[config.mk]
export PLATFORM = sky130hd
export DESIGN_NAME = gpio_ports
export DESIGN_NICKNAME = d
export VERILOG_FILES = /design/src/logic/gpio_pkg.sv /design/src/logic/gpio_ports.sv /design/src/logic/pin_sync.sv /design/src/logic/port_pin_mux.sv
export SDC_FILE = /design/constraint.sdc
export NUM_CORES = 1
export LEC_CHECK = 0
export ABC_AREA = 1
export BUFFER_PORTS_ARGS = -buffer_cell sky130_fd_sc_hd__buf_2
export CAP_MARGIN = 20
export CORE_MARGIN = 1
export CORE_UTILIZATION = 48
export DETAILED_ROUTE_END_ITERATION = 16
export GPL_ROUTABILITY_DRIVEN = 0
export GPL_TIMING_DRIVEN = 0
export PLACE_DENSITY = 0.77
export SETUP_SLACK_MARGIN = 0.15
export SYNTH_ARGS = -nofsm -noshare
export SYNTH_HDL_FRONTEND = slang
export SYNTH_SLANG_ARGS = --single-unit
export TNS_END_PERCENT = 5
[constraint.sdc]
create_clock -name core_clk -period 1 [get_ports core_clk]
set_input_delay 0.15 -clock core_clk [delete_from_list [all_inputs] [get_ports core_clk]]
set_output_delay 0.15 -clock core_clk [all_outputs]
set_load 0.1 [all_outputs]
[src/logic/gpio_pkg.sv]
// Constants shared by the two-port GPIO block.
// Assumes a plain register port with one-cycle strobes and registered read data.
package gpio_pkg;
  localparam int          ADDR_W          = 3;
  localparam int          PORT_W          = 8;
  // Register indices on the plain register port
  localparam logic [2:0]  ADDR_P1_DIR     = 3'h0;
  localparam logic [2:0]  ADDR_P1_DATA    = 3'h1;
  localparam logic [2:0]  ADDR_P1_PULLUP  = 3'h2;
  localparam logic [2:0]  ADDR_P2_DIR     = 3'h3;
  localparam logic [2:0]  ADDR_P2_DATA    = 3'h4;
  localparam logic [2:0]  ADDR_STATUS     = 3'h5;
  // Reset values
  localparam logic [7:0]  P1_RESET        = 8'h00;
  localparam logic [7:0]  P2_DIR_MODE1    = 8'h40;
  localparam logic [7:0]  P2_DIR_MODE23   = 8'h00;
  localparam logic [7:0]  P2_DATA_RESET   = 8'h00;
  // Second-port pin positions
  localparam int          PIN_WAIT        = 7;
  localparam int          PIN_CLK         = 6;
  localparam int          PIN_AS          = 5;
  localparam int          PIN_WR          = 4;
  localparam int          PIN_RD          = 3;
  // Mask of pins 5..3 that the bus strobes take over
  localparam logic [7:0]  STROBE_MASK     = 8'h38;
  // Wait mode selection for pin 7 while expanded
  typedef enum logic [1:0] {WAIT_GPIO, WAIT_BUS, WAIT_I2C} wait_sel_e;
  localparam logic [1:0]  MODE_ONE        = 2'h1;
endpackage

[src/logic/gpio_ports.sv]
// Two 8-bit GPIO ports: first port with pull-ups and data-bus role,
// second port with bus strobes, wait, clock out and subclock in.
// Assumes a plain register port and asynchronous pins.
// How it works
// - First-port pull-up bits are per pin, software controlled, reset to zero.
// - Unexpanded modes 2/3 pull up a pin only if bit set and input.
// - Pull-ups off in reset, hardware standby, mode 1 or expansion enabled.
// - Software standby and run: pull-up equals not-direction and pull-up bit.
// - Expanded, first port is the data bus and direction bits are ignored.
// - Unexpanded, first-port direction bit one means output, zero input.
// - Second-port direction resets to 0x40 in mode 1, 0x00 otherwise.
// - Expanded, pin 7 is wait input, I2C data or GPIO by wait mode.
// - Expanded, pin 6 drives system clock when its direction bit is set.
// - Expanded, pins 5..3 are address, write and read strobes.
// - Expanded, pins 2..0 are GPIO following their direction bits.
// - Unexpanded, pin 6 set is clock out, other set pins outputs.
// - Second-port read gives data bit for outputs, pin level for inputs.
// - Second-port data register holds general output data except bit 6.
// - Bit 6 of second-port data follows pin 6 after reset; others clear.
// - First-port read gives data bit for outputs, pin level for inputs.
`timescale 1ns/1ps
module gpio_ports
  import gpio_pkg::*;
(
  // Clock and reset
  input  wire logic              core_clk,
  input  wire logic              nrst,
  // Operating state
  input  wire logic [1:0]        op_mode,
  input  wire logic              external_expansion_enable,
  input  wire logic              hw_standby,
  input  wire logic [1:0]        wait_sel,
  input  wire logic              i2c_drive_low,
  input  wire logic [2:0]        strobes_n,
  // Register port
  input  wire logic [ADDR_W-1:0] addr,
  input  wire logic [7:0]        wdata,
  input  wire logic              wr,
  input  wire logic              rd,
  output logic      [7:0]        rdata,
  // First port pins and data bus
  input  wire logic [7:0]        first_pin_in,
  output logic      [7:0]        first_pin_out,
  output logic      [7:0]        first_pin_oe_n,
  output logic      [7:0]        first_pin_pullup,
  input  wire logic              bus_data_drive,
  input  wire logic [7:0]        bus_wdata,
  output logic      [7:0]        bus_rdata,
  // Second port pins
  input  wire logic [7:0]        second_pin_in,
  output logic      [7:0]        second_pin_out,
  output logic      [7:0]        second_pin_oe_n,
  output logic                   bus_wait,
  output logic                   subclock_input
);
  logic [7:0] first_port_dir;
  logic [7:0] first_port_out_data;
  logic [7:0] first_port_pullup_ctrl;
  logic [7:0] second_port_dir;
  logic [7:0] second_port_out_data;
  logic [7:0] first_sync;
  logic [7:0] second_sync;
  logic [7:0] mux_drive;
  logic [7:0] mux_level;
  logic       expand;
  logic       clk_phase;
  logic       seeded;
  logic       mode1_seen;
  logic       p6_follow;
  logic [7:0] next_rdata;

  // Mode 1 always works expanded
  assign expand = (op_mode == MODE_ONE) || external_expansion_enable;

  pin_sync u_first_sync (
    .core_clk   (core_clk),
    .nrst       (nrst),
    .pin_raw    (first_pin_in),
    .pin_sync_q (first_sync)
  );

  pin_sync u_second_sync (
    .core_clk   (core_clk),
    .nrst       (nrst),
    .pin_raw    (second_pin_in),
    .pin_sync_q (second_sync)
  );

  port_pin_mux u_mux (
    .expand        (expand),
    .wait_sel      (wait_sel),
    .dir           (second_port_dir),
    .data          (second_port_out_data),
    .clk_phase     (clk_phase),
    .strobes_n     (strobes_n),
    .i2c_drive_low (i2c_drive_low),
    .drive         (mux_drive),
    .level         (mux_level)
  );

  // System clock image, toggling each cycle
  always_ff @(posedge core_clk or negedge nrst) begin
    if (!nrst) clk_phase <= 1'b0;
    else clk_phase <= ~clk_phase;
  end

  // First-port registers
  always_ff @(posedge core_clk or negedge nrst) begin
    if (!nrst) begin
      first_port_dir         <= P1_RESET;
      first_port_out_data    <= P1_RESET;
      first_port_pullup_ctrl <= P1_RESET;
    end else if (wr) begin
      unique case (addr)
        ADDR_P1_DIR:    first_port_dir         <= wdata;
        ADDR_P1_DATA:   first_port_out_data    <= wdata;
        ADDR_P1_PULLUP: first_port_pullup_ctrl <= wdata;
        default: ;
      endcase
    end
  end

  // Mode strap caught once after reset release
  always_ff @(posedge core_clk or negedge nrst) begin
    if (!nrst) begin
      seeded     <= 1'b0;
      mode1_seen <= 1'b0;
    end else if (!seeded) begin
      seeded     <= 1'b1;
      mode1_seen <= (op_mode == MODE_ONE);
    end
  end

  // Second-port direction; loaded from the mode on the first clock
  always_ff @(posedge core_clk or negedge nrst) begin
    if (!nrst) begin
      second_port_dir <= P2_DIR_MODE23;
    end else if (!seeded) begin
      second_port_dir <= (op_mode == MODE_ONE) ? P2_DIR_MODE1 : P2_DIR_MODE23;
    end else if (wr && addr == ADDR_P2_DIR) begin
      second_port_dir <= wdata;
    end
  end

  // Second-port data; bit 6 takes the pin level until software owns it
  always_ff @(posedge core_clk or negedge nrst) begin
    if (!nrst) begin
      second_port_out_data <= P2_DATA_RESET;
    end else if (!seeded) begin
      second_port_out_data[PIN_CLK] <= second_sync[PIN_CLK];
    end else if (wr && addr == ADDR_P2_DATA) begin
      second_port_out_data <= wdata;
    end else if (p6_follow) begin
      second_port_out_data[PIN_CLK] <= second_sync[PIN_CLK];
    end
  end

  // Bit 6 keeps tracking the pin until written or until pin 6 turns output;
  // the synchroniser still holds its reset value at release, so one sample is not enough
  always_ff @(posedge core_clk or negedge nrst) begin
    if (!nrst) begin
      p6_follow <= 1'b1;
    end else if (seeded && (second_port_dir[PIN_CLK] || (wr && addr == ADDR_P2_DATA))) begin
      p6_follow <= 1'b0;
    end
  end

  // Readback, one cycle after the strobe; direction reads are side-effect free
  always_comb begin
    next_rdata = 8'h00;
    unique case (addr)
      ADDR_P1_DIR:    next_rdata = first_port_dir;
      ADDR_P1_DATA:   next_rdata = (first_port_dir & first_port_out_data)
                                 | (~first_port_dir & first_sync);
      ADDR_P1_PULLUP: next_rdata = first_port_pullup_ctrl;
      ADDR_P2_DIR:    next_rdata = second_port_dir;
      ADDR_P2_DATA:   next_rdata = (second_port_dir & second_port_out_data)
                                 | (~second_port_dir & second_sync);
      ADDR_STATUS:    next_rdata = {6'h00, mode1_seen, expand};
      default:        next_rdata = 8'h00;
    endcase
  end

  always_ff @(posedge core_clk or negedge nrst) begin
    if (!nrst) rdata <= 8'h00;
    else if (rd) rdata <= next_rdata;
    else rdata <= 8'h00;
  end

  // First-port pin drive and pull-ups
  always_ff @(posedge core_clk or negedge nrst) begin
    if (!nrst) begin
      first_pin_out    <= 8'h00;
      first_pin_oe_n   <= 8'hff;
      first_pin_pullup <= 8'h00;
      bus_rdata        <= 8'h00;
    end else begin
      bus_rdata <= first_sync;
      if (expand) begin
        first_pin_out    <= bus_wdata;
        first_pin_oe_n   <= {8{~bus_data_drive}};
        first_pin_pullup <= 8'h00;
      end else begin
        first_pin_out    <= first_port_out_data;
        first_pin_oe_n   <= ~first_port_dir;
        first_pin_pullup <= hw_standby ? 8'h00
                          : (~first_port_dir & first_port_pullup_ctrl);
      end
    end
  end

  // Second-port pin drive
  always_ff @(posedge core_clk or negedge nrst) begin
    if (!nrst) begin
      second_pin_out  <= 8'h00;
      second_pin_oe_n <= 8'hff;
    end else begin
      second_pin_out  <= mux_level;
      second_pin_oe_n <= ~mux_drive;
    end
  end

  // Alternate inputs from the second port
  always_ff @(posedge core_clk or negedge nrst) begin
    if (!nrst) begin
      bus_wait       <= 1'b0;
      subclock_input <= 1'b0;
    end else begin
      bus_wait       <= expand && wait_sel == WAIT_BUS && !second_sync[PIN_WAIT];
      subclock_input <= !second_port_dir[PIN_CLK] && second_sync[PIN_CLK];
    end
  end

  // Pull-up never on for an output pin
  pullup_dir_a: assert property (@(posedge core_clk) disable iff (!nrst)
    ((first_pin_pullup & ~first_pin_oe_n) == 8'h00))
    else $error("pull-up on while pin drives");
  // Expanded means no pull-ups one cycle later
  expand_pullup_a: assert property (@(posedge core_clk) disable iff (!nrst)
    expand |=> (first_pin_pullup == 8'h00))
    else $error("pull-up on while expanded");
  // Strobe pins drive whenever expanded
  strobe_drive_a: assert property (@(posedge core_clk) disable iff (!nrst)
    $stable(expand) && expand |=> (second_pin_oe_n[PIN_AS:PIN_RD] == 3'h0))
    else $error("strobe pin not driven");
  // Direction register loaded from mode after reset
  dir_reset_a: assert property (@(posedge core_clk) disable iff (!nrst)
    !seeded |=> second_port_dir == ($past(op_mode) == MODE_ONE ? P2_DIR_MODE1 : P2_DIR_MODE23))
    else $error("bad direction reset value");
  // Second-port read mixes data and pins
  read_mix_a: assert property (@(posedge core_clk) disable iff (!nrst)
    rd && addr == ADDR_P2_DATA |=> rdata == $past(next_rdata))
    else $error("second-port read wrong");
  // Unexpanded first-port enables follow direction
  first_dir_a: assert property (@(posedge core_clk) disable iff (!nrst)
    !expand |=> first_pin_oe_n == ~$past(first_port_dir))
    else $error("first-port direction ignored");
  // Writes land on the next edge
  write_land_a: assert property (@(posedge core_clk) disable iff (!nrst)
    seeded && wr && addr == ADDR_P2_DIR |=> second_port_dir == $past(wdata))
    else $error("direction write lost");
  // Pullup control write lands
  pullup_write_a: assert property (@(posedge core_clk) disable iff (!nrst)
    wr && addr == ADDR_P1_PULLUP |=> first_port_pullup_ctrl == $past(wdata))
    else $error("pull-up write lost");
  // Hardware standby forces every pull-up off
  standby_pullup_a: assert property (@(posedge core_clk) disable iff (!nrst)
    hw_standby |=> (first_pin_pullup == 8'h00))
    else $error("pull-up on in hardware standby");
  // Expanded first port turns around with the external bus only
  bus_oe_a: assert property (@(posedge core_clk) disable iff (!nrst)
    expand |=> first_pin_oe_n == {8{!$past(bus_data_drive)}})
    else $error("data bus direction wrong");
  // Expanded low pins keep their direction bits
  gpio_low_a: assert property (@(posedge core_clk) disable iff (!nrst)
    expand |=> second_pin_oe_n[PIN_RD-1:0] == ~$past(second_port_dir[PIN_RD-1:0]))
    else $error("low pin direction ignored");
  // Pin 6 carries the clock image whenever its direction bit is set
  clock_pin_a: assert property (@(posedge core_clk) disable iff (!nrst)
    second_port_dir[PIN_CLK] |=> !second_pin_oe_n[PIN_CLK]
      && second_pin_out[PIN_CLK] == $past(clk_phase))
    else $error("clock output missing");
  // Wait input mode leaves pin 7 released
  wait_in_a: assert property (@(posedge core_clk) disable iff (!nrst)
    expand && wait_sel == WAIT_BUS |=> second_pin_oe_n[PIN_WAIT])
    else $error("wait pin driven");
  // Bit 6 follows the pin until software takes it over
  pin6_follow_a: assert property (@(posedge core_clk) disable iff (!nrst)
    seeded && p6_follow && !(wr && addr == ADDR_P2_DATA)
      |=> second_port_out_data[PIN_CLK] == $past(second_sync[PIN_CLK]))
    else $error("bit 6 lost the pin level");
  // First-port read returns stored data on output pins
  first_read_a: assert property (@(posedge core_clk) disable iff (!nrst)
    rd && addr == ADDR_P1_DATA
      |=> ((rdata ^ $past(first_port_out_data)) & $past(first_port_dir)) == 8'h00)
    else $error("first-port read wrong");
  // Only a direction write may change the direction register
  dir_hold_a: assert property (@(posedge core_clk) disable iff (!nrst)
    seeded && !(wr && addr == ADDR_P2_DIR) |=> $stable(second_port_dir))
    else $error("direction changed without write");
  // Single-chip pull-ups follow control bit on input pins
  pullup_on_a: assert property (@(posedge core_clk) disable iff (!nrst)
    !expand && !hw_standby
      |=> first_pin_pullup == ($past(first_port_pullup_ctrl) & ~$past(first_port_dir)))
    else $error("pull-up state wrong");
endmodule // gpio_ports

[src/logic/pin_sync.sv]
// Two-flop synchroniser for a bus of pin levels.
// Assumes the pins are asynchronous to core_clk.
`timescale 1ns/1ps
module pin_sync
  import gpio_pkg::*;
(
  // Clock and reset
  input  wire logic             core_clk,
  input  wire logic             nrst,
  // Pins in, synchronised out
  input  wire logic [PORT_W-1:0] pin_raw,
  output logic      [PORT_W-1:0] pin_sync_q
);
  logic [PORT_W-1:0] stage1;

  // First stage feeds only the second
  always_ff @(posedge core_clk or negedge nrst) begin
    if (!nrst) begin
      stage1     <= '0;
      pin_sync_q <= '0;
    end else begin
      stage1     <= pin_raw;
      pin_sync_q <= stage1;
    end
  end
endmodule // pin_sync

[src/logic/port_pin_mux.sv]
// Per-pin output enable and data selection for the second port.
// Assumes all controls are synchronous to core_clk; purely combinational.
`timescale 1ns/1ps
module port_pin_mux
  import gpio_pkg::*;
(
  // Controls
  input  wire logic              expand,
  input  wire logic [1:0]        wait_sel,
  input  wire logic [PORT_W-1:0] dir,
  input  wire logic [PORT_W-1:0] data,
  input  wire logic              clk_phase,
  input  wire logic [2:0]        strobes_n,
  input  wire logic              i2c_drive_low,
  // Pin drive
  output logic      [PORT_W-1:0] drive,
  output logic      [PORT_W-1:0] level
);
  genvar i;
  generate
    for (i = 0; i < PORT_W; i++) begin : g_pin
      // Strobe index for pins 5..3; kept in range on every other pin
      localparam int STROBE_BIT = (i >= PIN_RD && i <= PIN_AS) ? i - PIN_RD : 0;
      // Select function of pin i
      always_comb begin
        drive[i] = dir[i];
        level[i] = data[i];
        if (i == PIN_CLK) begin
          level[i] = clk_phase;
        end else if (expand && STROBE_MASK[i]) begin
          drive[i] = 1'b1;
          level[i] = strobes_n[STROBE_BIT];
        end else if (expand && i == PIN_WAIT) begin
          drive[i] = (wait_sel == WAIT_GPIO) ? dir[i]
                   : ((wait_sel == WAIT_I2C) && i2c_drive_low);
          level[i] = (wait_sel == WAIT_GPIO) ? data[i] : 1'b0;
        end
      end
    end
  endgenerate
endmodule // port_pin_mux

Word-level counts from Yosys, hierarchy flattened
Cells that the tools add are included.
{"block": "classes", "reduce_logical": 17, "bitwise": 12, "eq_ne": 10, "muxes": 22}
{"cell": "8-bit 2-to-1 mux", "count": 7}
{"cell": "8-bit case mux with 6 select lines", "count": 1}
{"cell": "8-bit AND", "count": 5}
{"cell": "8-bit NOT", "count": 3}
{"cell": "8-bit bitwise OR", "count": 2}
{"cell": "1-bit 2-to-1 mux", "count": 13}
{"cell": "2-bit AND reduction", "count": 4}
{"cell": "1-bit logical AND", "count": 7}
{"cell": "7-bit 2-to-1 mux", "count": 1}
{"cell": "3-bit by 2-bit equality test with 1-bit output, second input constant", "count": 2}
{"cell": "3-bit equality test, second input constant", "count": 2}
{"cell": "2-bit by 1-bit equality test with 1-bit output, second input constant", "count": 2}
{"cell": "3-bit by 1-bit equality test with 1-bit output, second input constant", "count": 1}
{"cell": "3-bit logical NOT", "count": 1}
{"cell": "3-bit by 1-bit != test with 1-bit output, second input constant", "count": 1}
{"cell": "2-bit equality test, second input constant", "count": 1}
{"cell": "1-bit logical NOT", "count": 2}
{"cell": "2-bit logical NOT", "count": 1}
{"cell": "1-bit logical OR", "count": 2}
{"cell": "2-bit by 1-bit != test with 1-bit output, second input constant", "count": 1}
{"cell": "1-bit NOT", "count": 2}
{"block": "word_totals", "inputBits": 50, "wordCells": 84, "output_inout_bits": 58, "register_bits": 134}

Longest topological paths before layout
{"block": "logic_depth", "depth_word": 5, "mapped_depth": 8, "depth_no_buf": 7}

Cells and area by module
From an unflattened synthesis, not the netlist that was laid out.
{"block": "unflattened", "cells_unflattened": 497, "area_unflattened_um2": 5071.1}
{"mod": "gpio_ports", "n_inst": 1, "seq_area_each_um2": 2573.7, "cells_each": 432, "area_per_inst_um2": 4097.7}
{"mod": "pin_sync", "n_inst": 2, "seq_area_each_um2": 400.4, "cells_each": 16, "area_per_inst_um2": 400.4}
{"mod": "port_pin_mux", "n_inst": 1, "seq_area_each_um2": 0.0, "cells_each": 33, "area_per_inst_um2": 172.7}

Worst setup path before layout
OpenSTA, ideal clock, no wires.
{"block": "synth_path", "path_kind": "reg2out", "start": "register bus_rdata[0]", "end": "output port bus_rdata[0]", "stages_incl_launch_ff": 1, "path_slack_ps": -33, "t_arrival_ps": 883, "path_cell_list": "dfrtp_1"}
{"element": "start, declared", "line_no": "gpio_ports.sv:48", "source": "output logic [7:0] bus_rdata,"}
{"element": "start signal, assigned", "line_no": "gpio_ports.sv:198", "source": "bus_rdata <= first_sync;"}
No word-level cell between the ends.

Worst setup path in the final report
{"block": "layout_path", "start": "register second_pin_oe_n[4]", "end": "output port second_pin_oe_n[4]"}
{"element": "start, declared", "line_no": "gpio_ports.sv:52", "source": "output logic [7:0] second_pin_oe_n,"}
{"element": "start signal, assigned", "line_no": "gpio_ports.sv:219", "source": "second_pin_oe_n <= ~mux_drive;"}
No word-level cell between the ends.

==> metrics.md <==
| Metric | Value |
|---|---|
| Boundary pin count | `108` |
| Clock H-tree levels | `4` |
| Ratio of cells with drive above 1 in the final layout | `36.6%` |
| Area leader, netlist | `dfrtp_1` |
| Die Area | `10800 sq um` |
| Class of the worst hold path | `in2async` |
| Max_slew headroom | `58.4%` |
| Post-detailed-route wirelength per cell | `15.6 um` |
| Pin slew with the least headroom to its limit | `0.623 ns` |
| Vias/cell | `5.07` |
| Number of sinks on the clock net | `134` |
| Total standard cell area after synthesis | `4980 sq um` |
| Initial Utilization | `about half` |
| Violation count after the first detailed-routing iteration | `224` |
| Cell with the largest stage delay on the worst path | `dfstp_2` |
| Startpoint Class | `flop` |
| Total detailed-routing wirelength | `around 12000 um` |
| Post-synth top area share | `58.7%` |
| Worst supply voltage drop on vdd | `~1.4 mV` |
| Largest stage delay on the critical path | `0.55 ns` |
| Switch share | `32.8%` |
| Detail Route Antenna Nets | `0` |
| Cell area after layout | `7450 sq um` |
| DRC violation count after routing | `0` |
| Unrepaired setup endpoints after global routing | `true` |
| Top library cells by usage in the layout, fill and taps aside | `115 x nand2_1, 109 x dfrtp_1, 51 x buf_2` |
| Register share of total power | `41.1%` |
| Port bufs | `between 100 and 150` |
| Power density normalized to cell area | `2090 nW/um^2` |
| Internal power | `around 10 mW` |
| Final worst clock skew | `0.00510 ns` |
| First-pass GRT wire length | `~20000 um` |
| ANT cells | `0` |
| Required time of the worst setup path | `0.85 ns` |
| CP Capture Type | `primary output` |
| Total power consumption of the routed design | `15.6 mW` |
| Post-synthesis instance total | `473` |
| Total Negative Setup Slacks | `-16.94 ns` |
| Final critical-path share of the clock period | `140%` |
| Via count of the routed design | `between 3000 and 4000` |
| Number of distinct library cells after synthesis | `31` |
| Worst-case hold slack | `-0.429 ns` |
| Net Count, Synth | `523` |
| Top fanout value on the critical path | `1` |
| Layout area overhead | `49.5%` |
| Failing checks | `hold timing, setup timing` |
| Final hold violation count | `between 50 and 60` |
| Setup Slack @ Placement | `-0.470 ns` |
| Kind of critical path | `reg2out` |
| Die outline height | `104 um` |
| NetSw | `5.11 mW` |
| Part of the total power dissipated in combinational logic | `22.4%` |
| Clock transition at path regs | `approximately 0.060 ns` |
| Data arrival time at the worst-slack endpoint | `1.25 ns` |
| Sequence of cells on the critical path | `buf_12` |
| Die X | `104 um` |
| Minimum setup slack in the final design | `-0.405 ns` |
| Number of global-route vias before repair | `4077` |
| Maximum number of pins on one net before global-route repair | `just over 80` |
| Buffer and inverter count on the worst path | `1` |
| Maximum achievable frequency | `712 MHz` |
| Max-capacitance violation count | `0` |
| Warnings, synthesis | `0` |
| CTS buffer count | `17` |
| Period minus WS final | `about 1.4 ns` |
| Number of antenna violations at the first check in global routing | `0` |
| Number of failing setup endpoints in the final timing report | `69` |
| Rows | `36` |
| Flip-flop and latch count after synthesis | `134` |
| HPWL after DPL | `between 7000 and 8000 um` |
| Leftover overflow at the end of global routing | `0` |
| Insertion delay of the later-clocked pin in the worst-skew pair | `0.52 ns` |
| Core area | `just under 10000 sq um` |
| Leakage | `3.61 nW` |
| Syn_area_per_cell | `10.5 sq um` |
| Placed instance area | `5720 sq um` |
| Proportion of synthesized chip area in sequential cells | `between 60% and 70%` |
| Buffers from clock root to sink, at most | `2` |
| Count of cell instances traversed by the critical path | `1` |
| Run status | `complete, but fails checks` |
| Leading cell type in the layout, fill and taps excluded | `nand2_1` |
| Kind of cell with the highest combined delay on the critical path | `flip-flops` |
| Leading post-synthesis cells by cell area | `dfrtp_1 59%, dfstp_2 9.0%, nand2_1 8.9%` |
| Buffer type at the clock tree root | `clkbuf_8` |
| First-pass detailed-route iteration total | `5` |
| Pins Over Slew Limit | `0` |
| Portion of total power attributed to the clock network | `36.5%` |
| TritonCTS clock tree | `done` |
| Net count reported at finish | `690` |
| Length in cells of the worst reg-to-reg path | `7` |
| GRT Resource Usage Total | `24.4%` |
-- timing repair --
action | in CTS | in global routing
endpoints found under the hold margin | 113 | 55
hold buffers | 40 | 1
buffers inserted | 0 | 0
endpoints found under the setup margin | 95 | 112
gates resized for setup | 202 | 41
pin swaps | 11 | 11
-- stage by stage --
step | util [%] | instances
after floorplan | - | 473
after global placement | 57.4 | 712
after detailed placement | 57.8 | 713
after CTS | 74.0 | 785
after global routing | 75.2 | 786
final | 75.2 | 786
-- worst paths after layout --
kind,start,end,slack [ns]
max,second_pin_oe_n[4]$_DFF_PN1_,second_pin_oe_n[4],-0.40
min,nrst,u_second_sync.stage1[5]$_DFF_PN0_,-0.43
max reg2reg,second_port_dir[6]$_DFFE_PN0P_,rdata[6]$_DFF_PN0_,-0.09
min reg2reg,u_second_sync.stage1[6]$_DFF_PN0_,u_second_sync.pin_sync_q[6]$_DFF_PN0_,0.35
max in group asynchronous,nrst,first_pin_oe_n[7]$_DFF_PN1_,0.65
min in group core_clk,wait_sel[0],second_pin_oe_n[7]$_DFF_PN1_,-0.01
-- Yosys cell counts, drive strengths merged --
cell type / number
clkbuf: 5
dfstp: 17
o21ai: 73
nand2: 122
or2: 2
conb: 1
nor4b: 1
nor4: 1
nor3: 8
inv: 54
nand3: 22
a31oi: 1
nor2: 27
clkinv: 1
buf: 8
dfrtp: 117
a21oi: 2
nand4: 10
o211ai: 1
-- kinds of logic after synthesis --
kind of cell / after synthesis / synth area share [%]
AOI/OAI and AO/OA: 77 / 9.01
other: 1 / 0.0752
DFF: 134 / 67.7
and+or+nand+nor: 193 / 17.2
buffers and inverters: 68 / 6.00
-- cell type report --
type / count / area (sq um)
Clock inverter: 13 / 124
Inverter: 55 / 213
Buffer: 13 / 92.6
Timing Repair Buffer: 148 / 1640
Tap cell: 133 / 166
Sequential cell: 134 / 3380
Multi-Input combinational cell: 271 / 1410
Clock buffer: 19 / 422
Fill cell: 640 / 2450
-- power groups by stage --
stage	clock [mW]	sequential, mW	combinational, mW
floorplan	0	7.75	0.696
global placement	0	6.33	2.74
detailed placement	0	6.35	2.80
CTS	5.74	6.37	3.39
global route	5.98	6.45	3.68
finish	5.67	6.40	3.49
-- routing by layer --
metal	GRT usage, %	wire (um)
met5	0	0
met4	8.37	210
met3	7.21	765
met2	40.3	6290
met1	30.8	4960
(Power assumes the default switching activity.)
